===== src/verilog/aes_seq_regs.svh =====
`ifndef AES_SEQ_REGS_SVH
`define AES_SEQ_REGS_SVH

// register word indices on the avalon bus
`define REG_CTRL        3'h0
`define REG_STATUS      3'h1
`define REG_BLOCK_COUNT 3'h2
`define REG_KEY_IN      3'h3
`define REG_DATA_IN     3'h4
`define REG_DATA_OUT    3'h5
`define REG_XOR_IN      3'h6
`define REG_XOR_DATA_IN 3'h7

// control register fields
`define CTRL_OP_LSB     4'h0
`define CTRL_CM_LSB     4'h2
`define CTRL_DMA_EN     4'h4
`define CTRL_SOFT_RST   4'h7
`define CTRL_KEY_WR     4'h8

// reset values and counts
`define CTRL_RESET      5'h00
`define BLOCK_RESET     8'h00
`define BLOCK_BYTES     5'h10
`define ROUND_CYCLES    4'ha

`endif


===== src/verilog/aes_seq_pkg.sv =====
package aes_seq_pkg;

    typedef enum logic [1:0] {
        OP_ENC     = 2'b00,
        OP_DEC     = 2'b01,
        OP_KEY_GEN = 2'b10,
        OP_DEC_PRE = 2'b11
    } op_t;

    typedef enum logic [1:0] {
        CM_ECB = 2'b00,
        CM_CBC = 2'b01,
        CM_OFB = 2'b10,
        CM_CFB = 2'b11
    } cm_t;

    typedef enum logic [2:0] {PH_IDLE, PH_BUSY, PH_T0, PH_T1, PH_T2} phase_t;

    typedef enum logic [2:0] {TG_NONE, TG_DIN, TG_XIN, TG_XDIN, TG_DOUT} tgt_t;

    typedef struct packed {
        logic        dma_en;
        cm_t         cm;
        op_t         op;
    } ctrl_t;

    typedef struct packed {
        logic [2:0]  address;
        logic        read;
        logic        write;
        logic [15:0] writedata;
        logic [1:0]  byteenable;
    } av_req_t;

endpackage


===== src/verilog/aes_cipher_mode_dma_sequencer.sv =====
// Design decisions made here: the register addresses and the Avalon-MM slave port.
`timescale 1ns/1ps
`include "aes_seq_regs.svh"

// What this block does
// [RULE1] cfb encrypt: line 0 feeds xor input
// [RULE2] cfb: line 1 then drains data output
// [RULE3] cfb decrypt: line 0 feeds xor input
// [RULE4] cfb decrypt: line 2 then loads data input
// [RULE5] re-raise until 16 bytes, byte or word
// [RULE6] dma enable low means no requests
// [RULE7] shadow key restored for every block
// [RULE8] software leaves key alone once started
// [RULE9] nonzero block count starts the sequence
// [RULE10] dma counts are multiples of 8 or 16
// [RULE11] dma uses static priorities, level triggers
// [RULE12] ecb blocks processed independently
// [RULE13] ecb encrypt: line 0 reads, line 1 writes
// [RULE14] ecb decrypt: line 0 reads, line 1 writes
// [RULE15] decrypt key generated first, then reused
// [RULE16] cbc chains previous ciphertext by xor
// [RULE17] cbc encrypt: iv loaded before first block
// [RULE18] cbc encrypt: xor-data write starts encryption
// [RULE19] xor input write only xors, never starts
// [RULE20] soft reset clears internal state
// [RULE21] cbc decrypt uses three lines
// [RULE22] cbc decrypt line 0 first carries iv
// [RULE23] operation select encoding
// [RULE24] word transfers pulse eight times per block
// [RULE25] key-written flag validates held key
// [RULE26] cipher mode select encoding
// [RULE27] count blocks down, stop after last
// [RULE28] request drops on accept, re-raises if more
module aes_cipher_mode_dma_sequencer (
    input  wire logic                 i_clk,
    input  wire logic                 i_rst_b,
    input  wire aes_seq_pkg::av_req_t i_av,
    output logic [15:0]               o_readdata,
    output logic                      o_waitrequest,
    output logic [2:0]                o_dma_trigger,
    output logic                      o_busy
);
    import aes_seq_pkg::*;

    function automatic tgt_t tgt_of(input cm_t cm, input op_t op, input logic [1:0] line);
        logic dec;
        dec = (op != OP_ENC);
        tgt_of = TG_NONE;
        unique case (cm) // RULE26
            CM_ECB: tgt_of = (line == 2'd0) ? TG_DOUT : (line == 2'd1) ? TG_DIN : TG_NONE;
            CM_CBC: if (!dec)
                    tgt_of = (line == 2'd0) ? TG_DOUT : (line == 2'd1) ? TG_XDIN : TG_NONE;
                else
                    tgt_of = (line == 2'd0) ? TG_XIN : (line == 2'd1) ? TG_DOUT : TG_DIN;
            CM_OFB: tgt_of = (line == 2'd0) ? TG_XIN : (line == 2'd1) ? TG_DOUT : TG_XDIN;
            CM_CFB: tgt_of = (line == 2'd0) ? TG_XIN : (line == 2'd1) ? TG_DOUT
                           : (dec ? TG_DIN : TG_NONE); // RULE1 RULE4
        endcase
    endfunction

    function automatic logic [127:0] put_bytes(input logic [127:0] s, input logic [3:0] idx,
                                               input logic [15:0] d, input logic two,
                                               input logic do_xor);
        logic [127:0] r;
        logic [3:0]   idx1;
        r = s;
        idx1 = idx + 4'h1;
        r[idx*8 +: 8] = do_xor ? (s[idx*8 +: 8] ^ d[7:0]) : d[7:0];
        if (two)
            r[idx1*8 +: 8] = do_xor ? (s[idx1*8 +: 8] ^ d[15:8]) : d[15:8];
        return r;
    endfunction

    ctrl_t        ctrl_reg;
    logic [7:0]   blk_reg;
    logic [127:0] state_reg;
    logic [127:0] state_next;
    logic [127:0] key_reg;
    logic [127:0] key_shadow_reg;
    logic [127:0] rkey_reg;
    logic [4:0]   key_cnt_reg;
    logic [4:0]   xfer_cnt_reg;
    phase_t       phase_reg;
    phase_t       phase_next;
    logic         seq_reg;
    logic         served_reg;
    logic [3:0]   round_reg;
    logic         key_written_reg;
    logic         ready_reg;
    logic         rd_done_reg;
    logic [15:0]  readdata_reg;

    // bus decode
    wire        two_bytes  = &i_av.byteenable;
    wire        any_byte   = |i_av.byteenable;
    wire [7:0]  lane_lo    = i_av.byteenable[0] ? i_av.writedata[7:0] : i_av.writedata[15:8];
    wire [15:0] wr_bytes   = {i_av.writedata[15:8], lane_lo};
    wire        wr_acc     = i_av.write && any_byte;
    wire        rd_acc     = i_av.read && rd_done_reg && any_byte;
    wire        ctrl_wr    = wr_acc && i_av.address == `REG_CTRL;
    wire        blk_wr     = wr_acc && i_av.address == `REG_BLOCK_COUNT;
    wire        key_wr     = wr_acc && i_av.address == `REG_KEY_IN;
    wire        soft_rst   = ctrl_wr && i_av.writedata[`CTRL_SOFT_RST];
    wire [4:0]  step       = two_bytes ? 5'h02 : 5'h01;

    wire tgt_t  acc_tgt    = (wr_acc && i_av.address == `REG_DATA_IN)     ? TG_DIN
                           : (wr_acc && i_av.address == `REG_XOR_IN)      ? TG_XIN
                           : (wr_acc && i_av.address == `REG_XOR_DATA_IN) ? TG_XDIN
                           : (rd_acc && i_av.address == `REG_DATA_OUT)    ? TG_DOUT
                           : TG_NONE;

    wire        in_t       = phase_reg == PH_T0 || phase_reg == PH_T1 || phase_reg == PH_T2;
    wire [1:0]  line       = (phase_reg == PH_T2) ? 2'd2 : (phase_reg == PH_T1) ? 2'd1 : 2'd0;
    wire tgt_t  line_tgt   = tgt_of(ctrl_reg.cm, ctrl_reg.op, line);
    wire tgt_t  next_tgt   = tgt_of(ctrl_reg.cm, ctrl_reg.op, line + 2'd1);
    wire tgt_t  first_tgt  = tgt_of(ctrl_reg.cm, ctrl_reg.op, 2'd0);

    // during a line phase a data access counts only toward the register the active line serves; when idle, any data access counts
    wire        hit        = in_t && acc_tgt != TG_NONE && acc_tgt == line_tgt;
    wire        idle_acc   = phase_reg == PH_IDLE && !seq_reg && acc_tgt != TG_NONE;
    wire        cnt_en     = (hit || idle_acc) && !soft_rst;
    wire [4:0]  cnt_sum    = xfer_cnt_reg + step;
    wire        last_hit   = cnt_en && cnt_sum >= `BLOCK_BYTES; // RULE5 RULE24
    wire        cipher_done = phase_reg == PH_BUSY && round_reg == 4'h1;
    wire        seq_start  = blk_wr && i_av.writedata[7:0] != 8'h00 && ctrl_reg.dma_en;
    wire        start_ciph = phase_next == PH_BUSY && phase_reg != PH_BUSY;
    wire        key_last   = key_wr && key_cnt_reg + step >= `BLOCK_BYTES;

    // line outputs
    wire [2:0]  line_onehot = (phase_reg == PH_T2) ? 3'b100
                            : (phase_reg == PH_T1) ? 3'b010 : 3'b001;
    assign o_dma_trigger = (ctrl_reg.dma_en && in_t && !served_reg) ? line_onehot
                                                                     : 3'b000; // RULE6 RULE28
    assign o_busy        = phase_reg == PH_BUSY;
    assign o_waitrequest = i_av.read && !rd_done_reg;
    assign o_readdata    = readdata_reg;

    // read mux
    wire [3:0]  rd_idx     = xfer_cnt_reg[3:0];
    wire [7:0]  dout_lo    = state_reg[rd_idx*8 +: 8];
    wire [7:0]  dout_hi    = two_bytes ? state_reg[(rd_idx + 4'h1)*8 +: 8] : dout_lo;
    wire [15:0] status_w   = {9'h000, seq_reg, ready_reg, key_written_reg, o_busy, o_dma_trigger};
    wire [15:0] rd_mux     = (i_av.address == `REG_CTRL)        ? {11'h000, ctrl_reg}
                           : (i_av.address == `REG_STATUS)      ? status_w
                           : (i_av.address == `REG_BLOCK_COUNT) ? {8'h00, blk_reg}
                           : (i_av.address == `REG_DATA_OUT)    ? {dout_hi, dout_lo}
                           : 16'h0000;

    // sequencing of the three lines
    always_comb
    begin
        phase_next = phase_reg;
        if (soft_rst)
            phase_next = PH_IDLE;
        else if (seq_start && phase_reg == PH_IDLE) // RULE9
            phase_next = (first_tgt == TG_DOUT) ? PH_T1 // RULE13 RULE14 RULE18
                       : (ctrl_reg.cm == CM_CBC) ? PH_T2 : PH_BUSY; // RULE21
        else if (cipher_done)
            phase_next = seq_reg ? PH_T0 : PH_IDLE; // RULE1 RULE3
        else if (last_hit && in_t)
        begin
            if (line_tgt == TG_DOUT && blk_reg == 8'h00)
                phase_next = PH_IDLE; // RULE27
            else if (line != 2'd2 && next_tgt != TG_NONE)
                phase_next = (line == 2'd0) ? PH_T1 : PH_T2; // RULE2 RULE4
            else
                phase_next = PH_BUSY; // RULE18
        end
        else if (last_hit && (acc_tgt == TG_DIN || acc_tgt == TG_XDIN))
            phase_next = PH_BUSY;
    end

    // xin only xors; din replaces; xdin xors then starts
    assign state_next = soft_rst ? 128'h0 // RULE20
                      : (phase_reg == PH_BUSY)
                        ? ({state_reg[119:0], state_reg[127:120]} ^ rkey_reg)
                      : (cnt_en && acc_tgt != TG_DOUT)
                        ? put_bytes(state_reg, xfer_cnt_reg[3:0], wr_bytes, two_bytes,
                                    acc_tgt != TG_DIN) // RULE16 RULE19
                      : state_reg;

    always_ff @(posedge i_clk)
    begin
        if (!i_rst_b)
        begin
            phase_reg    <= PH_IDLE;
            state_reg    <= 128'h0;
            xfer_cnt_reg <= 5'h00;
            served_reg   <= 1'b0;
            round_reg    <= 4'h0;
        end
        else
        begin
            phase_reg    <= phase_next;
            state_reg    <= state_next;
            served_reg   <= cnt_en; // RULE28
            round_reg    <= start_ciph ? `ROUND_CYCLES
                          : (phase_reg == PH_BUSY) ? round_reg - 4'h1 : round_reg;
            xfer_cnt_reg <= (soft_rst || last_hit || phase_next != phase_reg) ? 5'h00
                          : cnt_en ? cnt_sum : xfer_cnt_reg;
        end
    end

    // round key always starts from the shadow copy
    always_ff @(posedge i_clk)
    begin
        if (!i_rst_b)
            rkey_reg <= 128'h0;
        else if (start_ciph)
            rkey_reg <= key_shadow_reg; // RULE7 RULE12
        else if (phase_reg == PH_BUSY)
            rkey_reg <= {rkey_reg[126:0], rkey_reg[127]};
    end

    always_ff @(posedge i_clk)
    begin
        if (!i_rst_b)
        begin
            key_reg        <= 128'h0;
            key_shadow_reg <= 128'h0;
            key_cnt_reg    <= 5'h00;
        end
        else if (key_wr)
        begin
            key_reg     <= put_bytes(key_reg, key_cnt_reg[3:0], wr_bytes, two_bytes, 1'b0);
            key_cnt_reg <= key_last ? 5'h00 : key_cnt_reg + step;
            if (key_last)
                key_shadow_reg <= put_bytes(key_reg, key_cnt_reg[3:0], wr_bytes, two_bytes,
                                            1'b0);
        end
    end

    wire op_change = ctrl_wr && i_av.writedata[1:0] != ctrl_reg.op;

    always_ff @(posedge i_clk)
    begin
        if (!i_rst_b)
        begin
            ctrl_reg        <= `CTRL_RESET;
            key_written_reg <= 1'b0;
        end
        else
        begin
            if (ctrl_wr)
                ctrl_reg <= i_av.writedata[4:0]; // RULE23 RULE26
            if (key_last || (ctrl_wr && i_av.writedata[`CTRL_KEY_WR]))
                key_written_reg <= 1'b1; // RULE25 RULE15
            else if (op_change)
                key_written_reg <= 1'b0;
        end
    end

    always_ff @(posedge i_clk)
    begin
        if (!i_rst_b)
        begin
            blk_reg   <= `BLOCK_RESET;
            seq_reg   <= 1'b0;
            ready_reg <= 1'b0;
        end
        else
        begin
            if (blk_wr)
                blk_reg <= i_av.writedata[7:0];
            else if (cipher_done && seq_reg && blk_reg != 8'h00)
                blk_reg <= blk_reg - 8'h01; // RULE27
            if (soft_rst || (seq_reg && phase_next == PH_IDLE))
                seq_reg <= 1'b0;
            else if (seq_start && phase_reg == PH_IDLE)
                seq_reg <= 1'b1; // RULE9
            if (cipher_done)
                ready_reg <= 1'b1;
            else if (soft_rst || key_wr || acc_tgt == TG_DOUT || acc_tgt == TG_DIN)
                ready_reg <= 1'b0;
        end
    end

    always_ff @(posedge i_clk)
    begin
        if (!i_rst_b)
        begin
            rd_done_reg  <= 1'b0;
            readdata_reg <= 16'h0000;
        end
        else
        begin
            rd_done_reg <= i_av.read && !rd_done_reg;
            if (i_av.read && !rd_done_reg)
                readdata_reg <= rd_mux;
        end
    end
endmodule // aes_cipher_mode_dma_sequencer


===== config.mk =====
export PLATFORM = sky130hd
export DESIGN_NAME = aes_cipher_mode_dma_sequencer
export DESIGN_NICKNAME = d
export VERILOG_FILES = /design/src/verilog/aes_seq_pkg.sv /design/src/verilog/aes_cipher_mode_dma_sequencer.sv
export VERILOG_INCLUDE_DIRS = /design/src /design/src/verilog
export SDC_FILE = /design/constraint.sdc
export NUM_CORES = 2
export LEC_CHECK = 0
export ABC_AREA = 1
export BUFFER_PORTS_ARGS = -buffer_cell sky130_fd_sc_hd__buf_2
export CAP_MARGIN = 0
export CORE_ASPECT_RATIO = 0.9
export CORE_MARGIN = 2
export CORE_UTILIZATION = 51
export DETAILED_ROUTE_END_ITERATION = 10
export HOLD_SLACK_MARGIN = 0.08
export PLACE_DENSITY = 0.77
export RECOVER_POWER = 50
export SETUP_SLACK_MARGIN = 0.3
export SLEW_MARGIN = 10
export SYNTH_ARGS = -nofsm -noshare
export SYNTH_HDL_FRONTEND = slang
export SYNTH_SLANG_ARGS = --single-unit

===== constraint.sdc =====
create_clock -name i_clk -period 6.8 [get_ports i_clk]
set_clock_uncertainty 0.1 [all_clocks]
set_input_delay 0 -clock i_clk [delete_from_list [all_inputs] [get_ports i_clk]]
set_output_delay 0 -clock i_clk [all_outputs]
set_load 0.05 [all_outputs]

==> metrics.csv <==
stage,metric,value,unit
setup_path,path_buf_inv,3,
timing,max_slew_margin,-172,%
floorplanning,fp.dieH,254,um
drt,post_drt_wl_per_cell,24.2,um
global_route,track_usage,43.5,%
power,p_int,5.72,mW
global_route,grt_pass1_wl,232,mm
synth,synth_largest_area_cell,dfxtp_1,
timing,max_slew.worst_pin.slew,4080,ps
timing,period_needed,5950,ps
clock_network,cts_tree,built,
setup_path,crit_path_start_kind,register,
placement,gp_congestion,1.13,
drt,routed_via_density,6.19,
hold_path,hold_depth,6,
timing,timing.final.crit_share,87.6,%
drt,m1WireLength,60.0,mm
drt,vias,40868,
timing,finalMaxSlewViolations,570,
finish,fin_util,55.5,%
synth,ys_warn_count,0,
power,max-vdd-ir-drop,0.000199,V
hold_path,hold_path_class,in -> reg,
drt,wl_met2,61.9,mm
setup_path,cp.arrival,6470,ps
timing,grt_setup_unrepaired,false,
power,switching_share,30.6,%
drt,drt_pass1_iterations,8,
setup_path,cp_cell_sequence,inv_1 > clkbuf_1 > o211ai_1 > nand3_1 > nand3_1 > nand2_1 > xor2_1 > nand2_1 > nor2_1 > inv_1 > o21ai_0 > o211ai_1 > a31oi_1,
job,max_cap_violations,6,
synth,netlist_top_cells_area,"dfxtp_1, o21ai_0, nor2_1",
timing,fin_ws,846,ps
placement,place_inst,6447,
placement,postPlaceCellArea,35700,sq um
setup_path,path_depth,13,
power,p_sw,2.52,mW
setup_path,crit_type,reg -> reg,
synth,synthDistinctLibCells,51,
finish,design_area,38100,sq um
floorplanning,io_pins,46,
timing,clock.fmax,168,MHz
global_route,grt_pass1_vias,35262,
timing,hold_violations,0,
drt,dr.max_layer_used,met5,
floorplanning,core.rowCount,91,
global_route,grt_max_degree,158,
drt,ant_nets,0,
finish,drive_above_1_share,4.08,%
status,status,"finished, violations left",
clock_network,cts_buffers,60,
setup_path,cp_max_fo,29,
setup_path,reg2reg_depth,13,
setup_path,slowest_stage,dfxtp_1,
power,pwr-share-clk,43.7,%
floorplanning,fp.dieArea,71500,sq um
drt,drt_iter0_drc,7425,
setup_path,cp.required,7310,ps
clock_network,cts.sinks,563,
drt,wl_met3,25.1,mm
synth,ys_seq_elements,563,
finish,area_delta_synth_final,7.63,%
placement,port_buffers,45,
clock_network,clock_latency,690,ps
synth,synth-seq-area-share,31.9,%
clock_network,max-clock-path-buffers,3,
clock_network,clockRootBuffer,clkbuf_16,
power,comb_power_share,13.9,%
global_route,grt_overflow,0,
finish,fin_nets,5665,
setup_path,cpLargestDelayFamily,simple AND/OR/NAND/NOR gates,
drt,drt-total-wl,159,mm
clock_network,cts_resized,0,
status,violations,"capacitance limit, slew limit",
power,p_leak,16.8,nW
floorplanning,start_util,51.6,%
synth,syn_area_per_cell,6.13,sq um
clock_network,post_cts_buffers,0,
finish,fin_cells,6599,
clock_network,cts_htree_levels,2,
placement,dp_hpwl,112,mm
floorplanning,design.core.area,68500,sq um
synth,syn-num-nets,5818,
power,p_per_area,216,nW/um^2
placement,place_ws,2340,ps
setup_path,slowest_delay,1130,ps
timing,setup_viol,0,
power,sequentialPowerShare,42.4,%
synth,synth_top_area_share,31.9,%
synth,synthCells,5769,
clock_network,cts.clk_slew.worst_paths,60,ps
global_route,antenna_found_initial,12,
synth,synth_area,35400,sq um
setup_path,cp-end-kind,register,
drt,drc_errors,0,
floorplanning,die_x,282,um
timing,tns,0,ps
## metrics by stage
stage | total power, mW | hold WS (ps)
6_report | 8.24 | 89.3
5_1_grt | 8.43 | 164
4_1_cts | 8.13 | 88.7
3_5_place_dp | 4.61 | 214
3_3_place_gp | 4.60 | 215
2_1_floorplan | 4.20 | 68.8
## worst reg2reg max path, delay by kind of cell (launching register included)
kind            cells  cell delay (ps)
compound gates      4              770
xor+xnor            1              260
buf+inv             3             1590
flops               1             1130
simple gates        5             2050
## placed cells by master, fill, tap and decap left out, types with 19 or more instances in the layout
master and count:
a21oi_1 448, a31oi_1 92, buf_2 24, buf_4 51, clkbuf_1 45, clkbuf_16 60
clkinv_2 19, dfxtp_1 561, dlygate4sd3_1 36, ha_1 22, inv_1 651, nand2_1 905
nand3_1 387, nor2_1 1058, nor3_1 37, o211ai_1 133, o21ai_0 819, o22ai_1 27
xor2_1 106
## Yosys cell counts, drive strengths merged
cell,instances
o2111ai,2
a22oi,4
o21ai,826
a32o,2
a221oi,8
mux2,1
clkinv,16
nor4,9
o31ai,6
a211oi,6
o21bai,2
o221ai,16
a21oi,449
inv,666
or3,1
xnor2,10
fa,2
o311ai,6
xor2,107
o32ai,2
nand2,912
buf,130
o22ai,27
ha,22
nor3,38
nor3b,1
dfxtp,563
o211ai,133
nand3,391
nor2,1068
a31oi,92
nand4,13
clkbuf,238
## metal layers
metal / up-vias / track usage [%]
met3: 712 / 15.7
met2: 3004 / 59.7
met4: 12 / 26.6
met5: - / 0
met1: 18545 / 57.6
li1: 18595 / -
## path summary, 6_finish.rpt
check | from | slack [ps] | to
worst min register to register | xfer_cnt_reg[4] | 360 | xfer_cnt_reg[4]
worst min-delay path | i_av[1] | 90 | ready_reg
worst max-delay path | xfer_cnt_reg[2] | 850 | state_reg[20]
worst max register to register | xfer_cnt_reg[2] | 850 | state_reg[20]
## power groups by stage
stage	clock [mW]	sequential [mW]	combinational, mW
floorplan	0	3.51	0.689
global placement	0	3.55	1.05
detailed placement	0	3.55	1.05
CTS	3.58	3.48	1.07
global route	3.74	3.49	1.20
finish	3.60	3.49	1.15
## repair_timing
action / in CTS / in global routing
hold endpoints to repair: 122 / 0
hold buffers: 36 / 0
setup endpoints to repair: 0 / 0
## cell families (layout without fill, tap and decap cells)
family	Yosys count	after routing	synth area share, %
AOI/OAI and AO/OA	1581	1581	24.3
xor gates and xnor gates	117	117	2.95
and+or+nand+nor	2433	2433	27.9
buffers and inverters	1050	947	12.1
muxes	1	1	0.0318
adders and majority gates	24	24	0.892
DFF	563	563	31.9
other	0	3	0
## area by class of cell
cell class	count	area, sq um
inverter	682	2580
multi-input combinational	4156	19800
clock inverter	35	467
antenna	3	7.51
fill	6954	30500
clock buffer	77	1640
sequential	563	11300
tap	930	1160
timing repair buffer	153	1090
No activity file was read; power rests on OpenSTA's default activity.
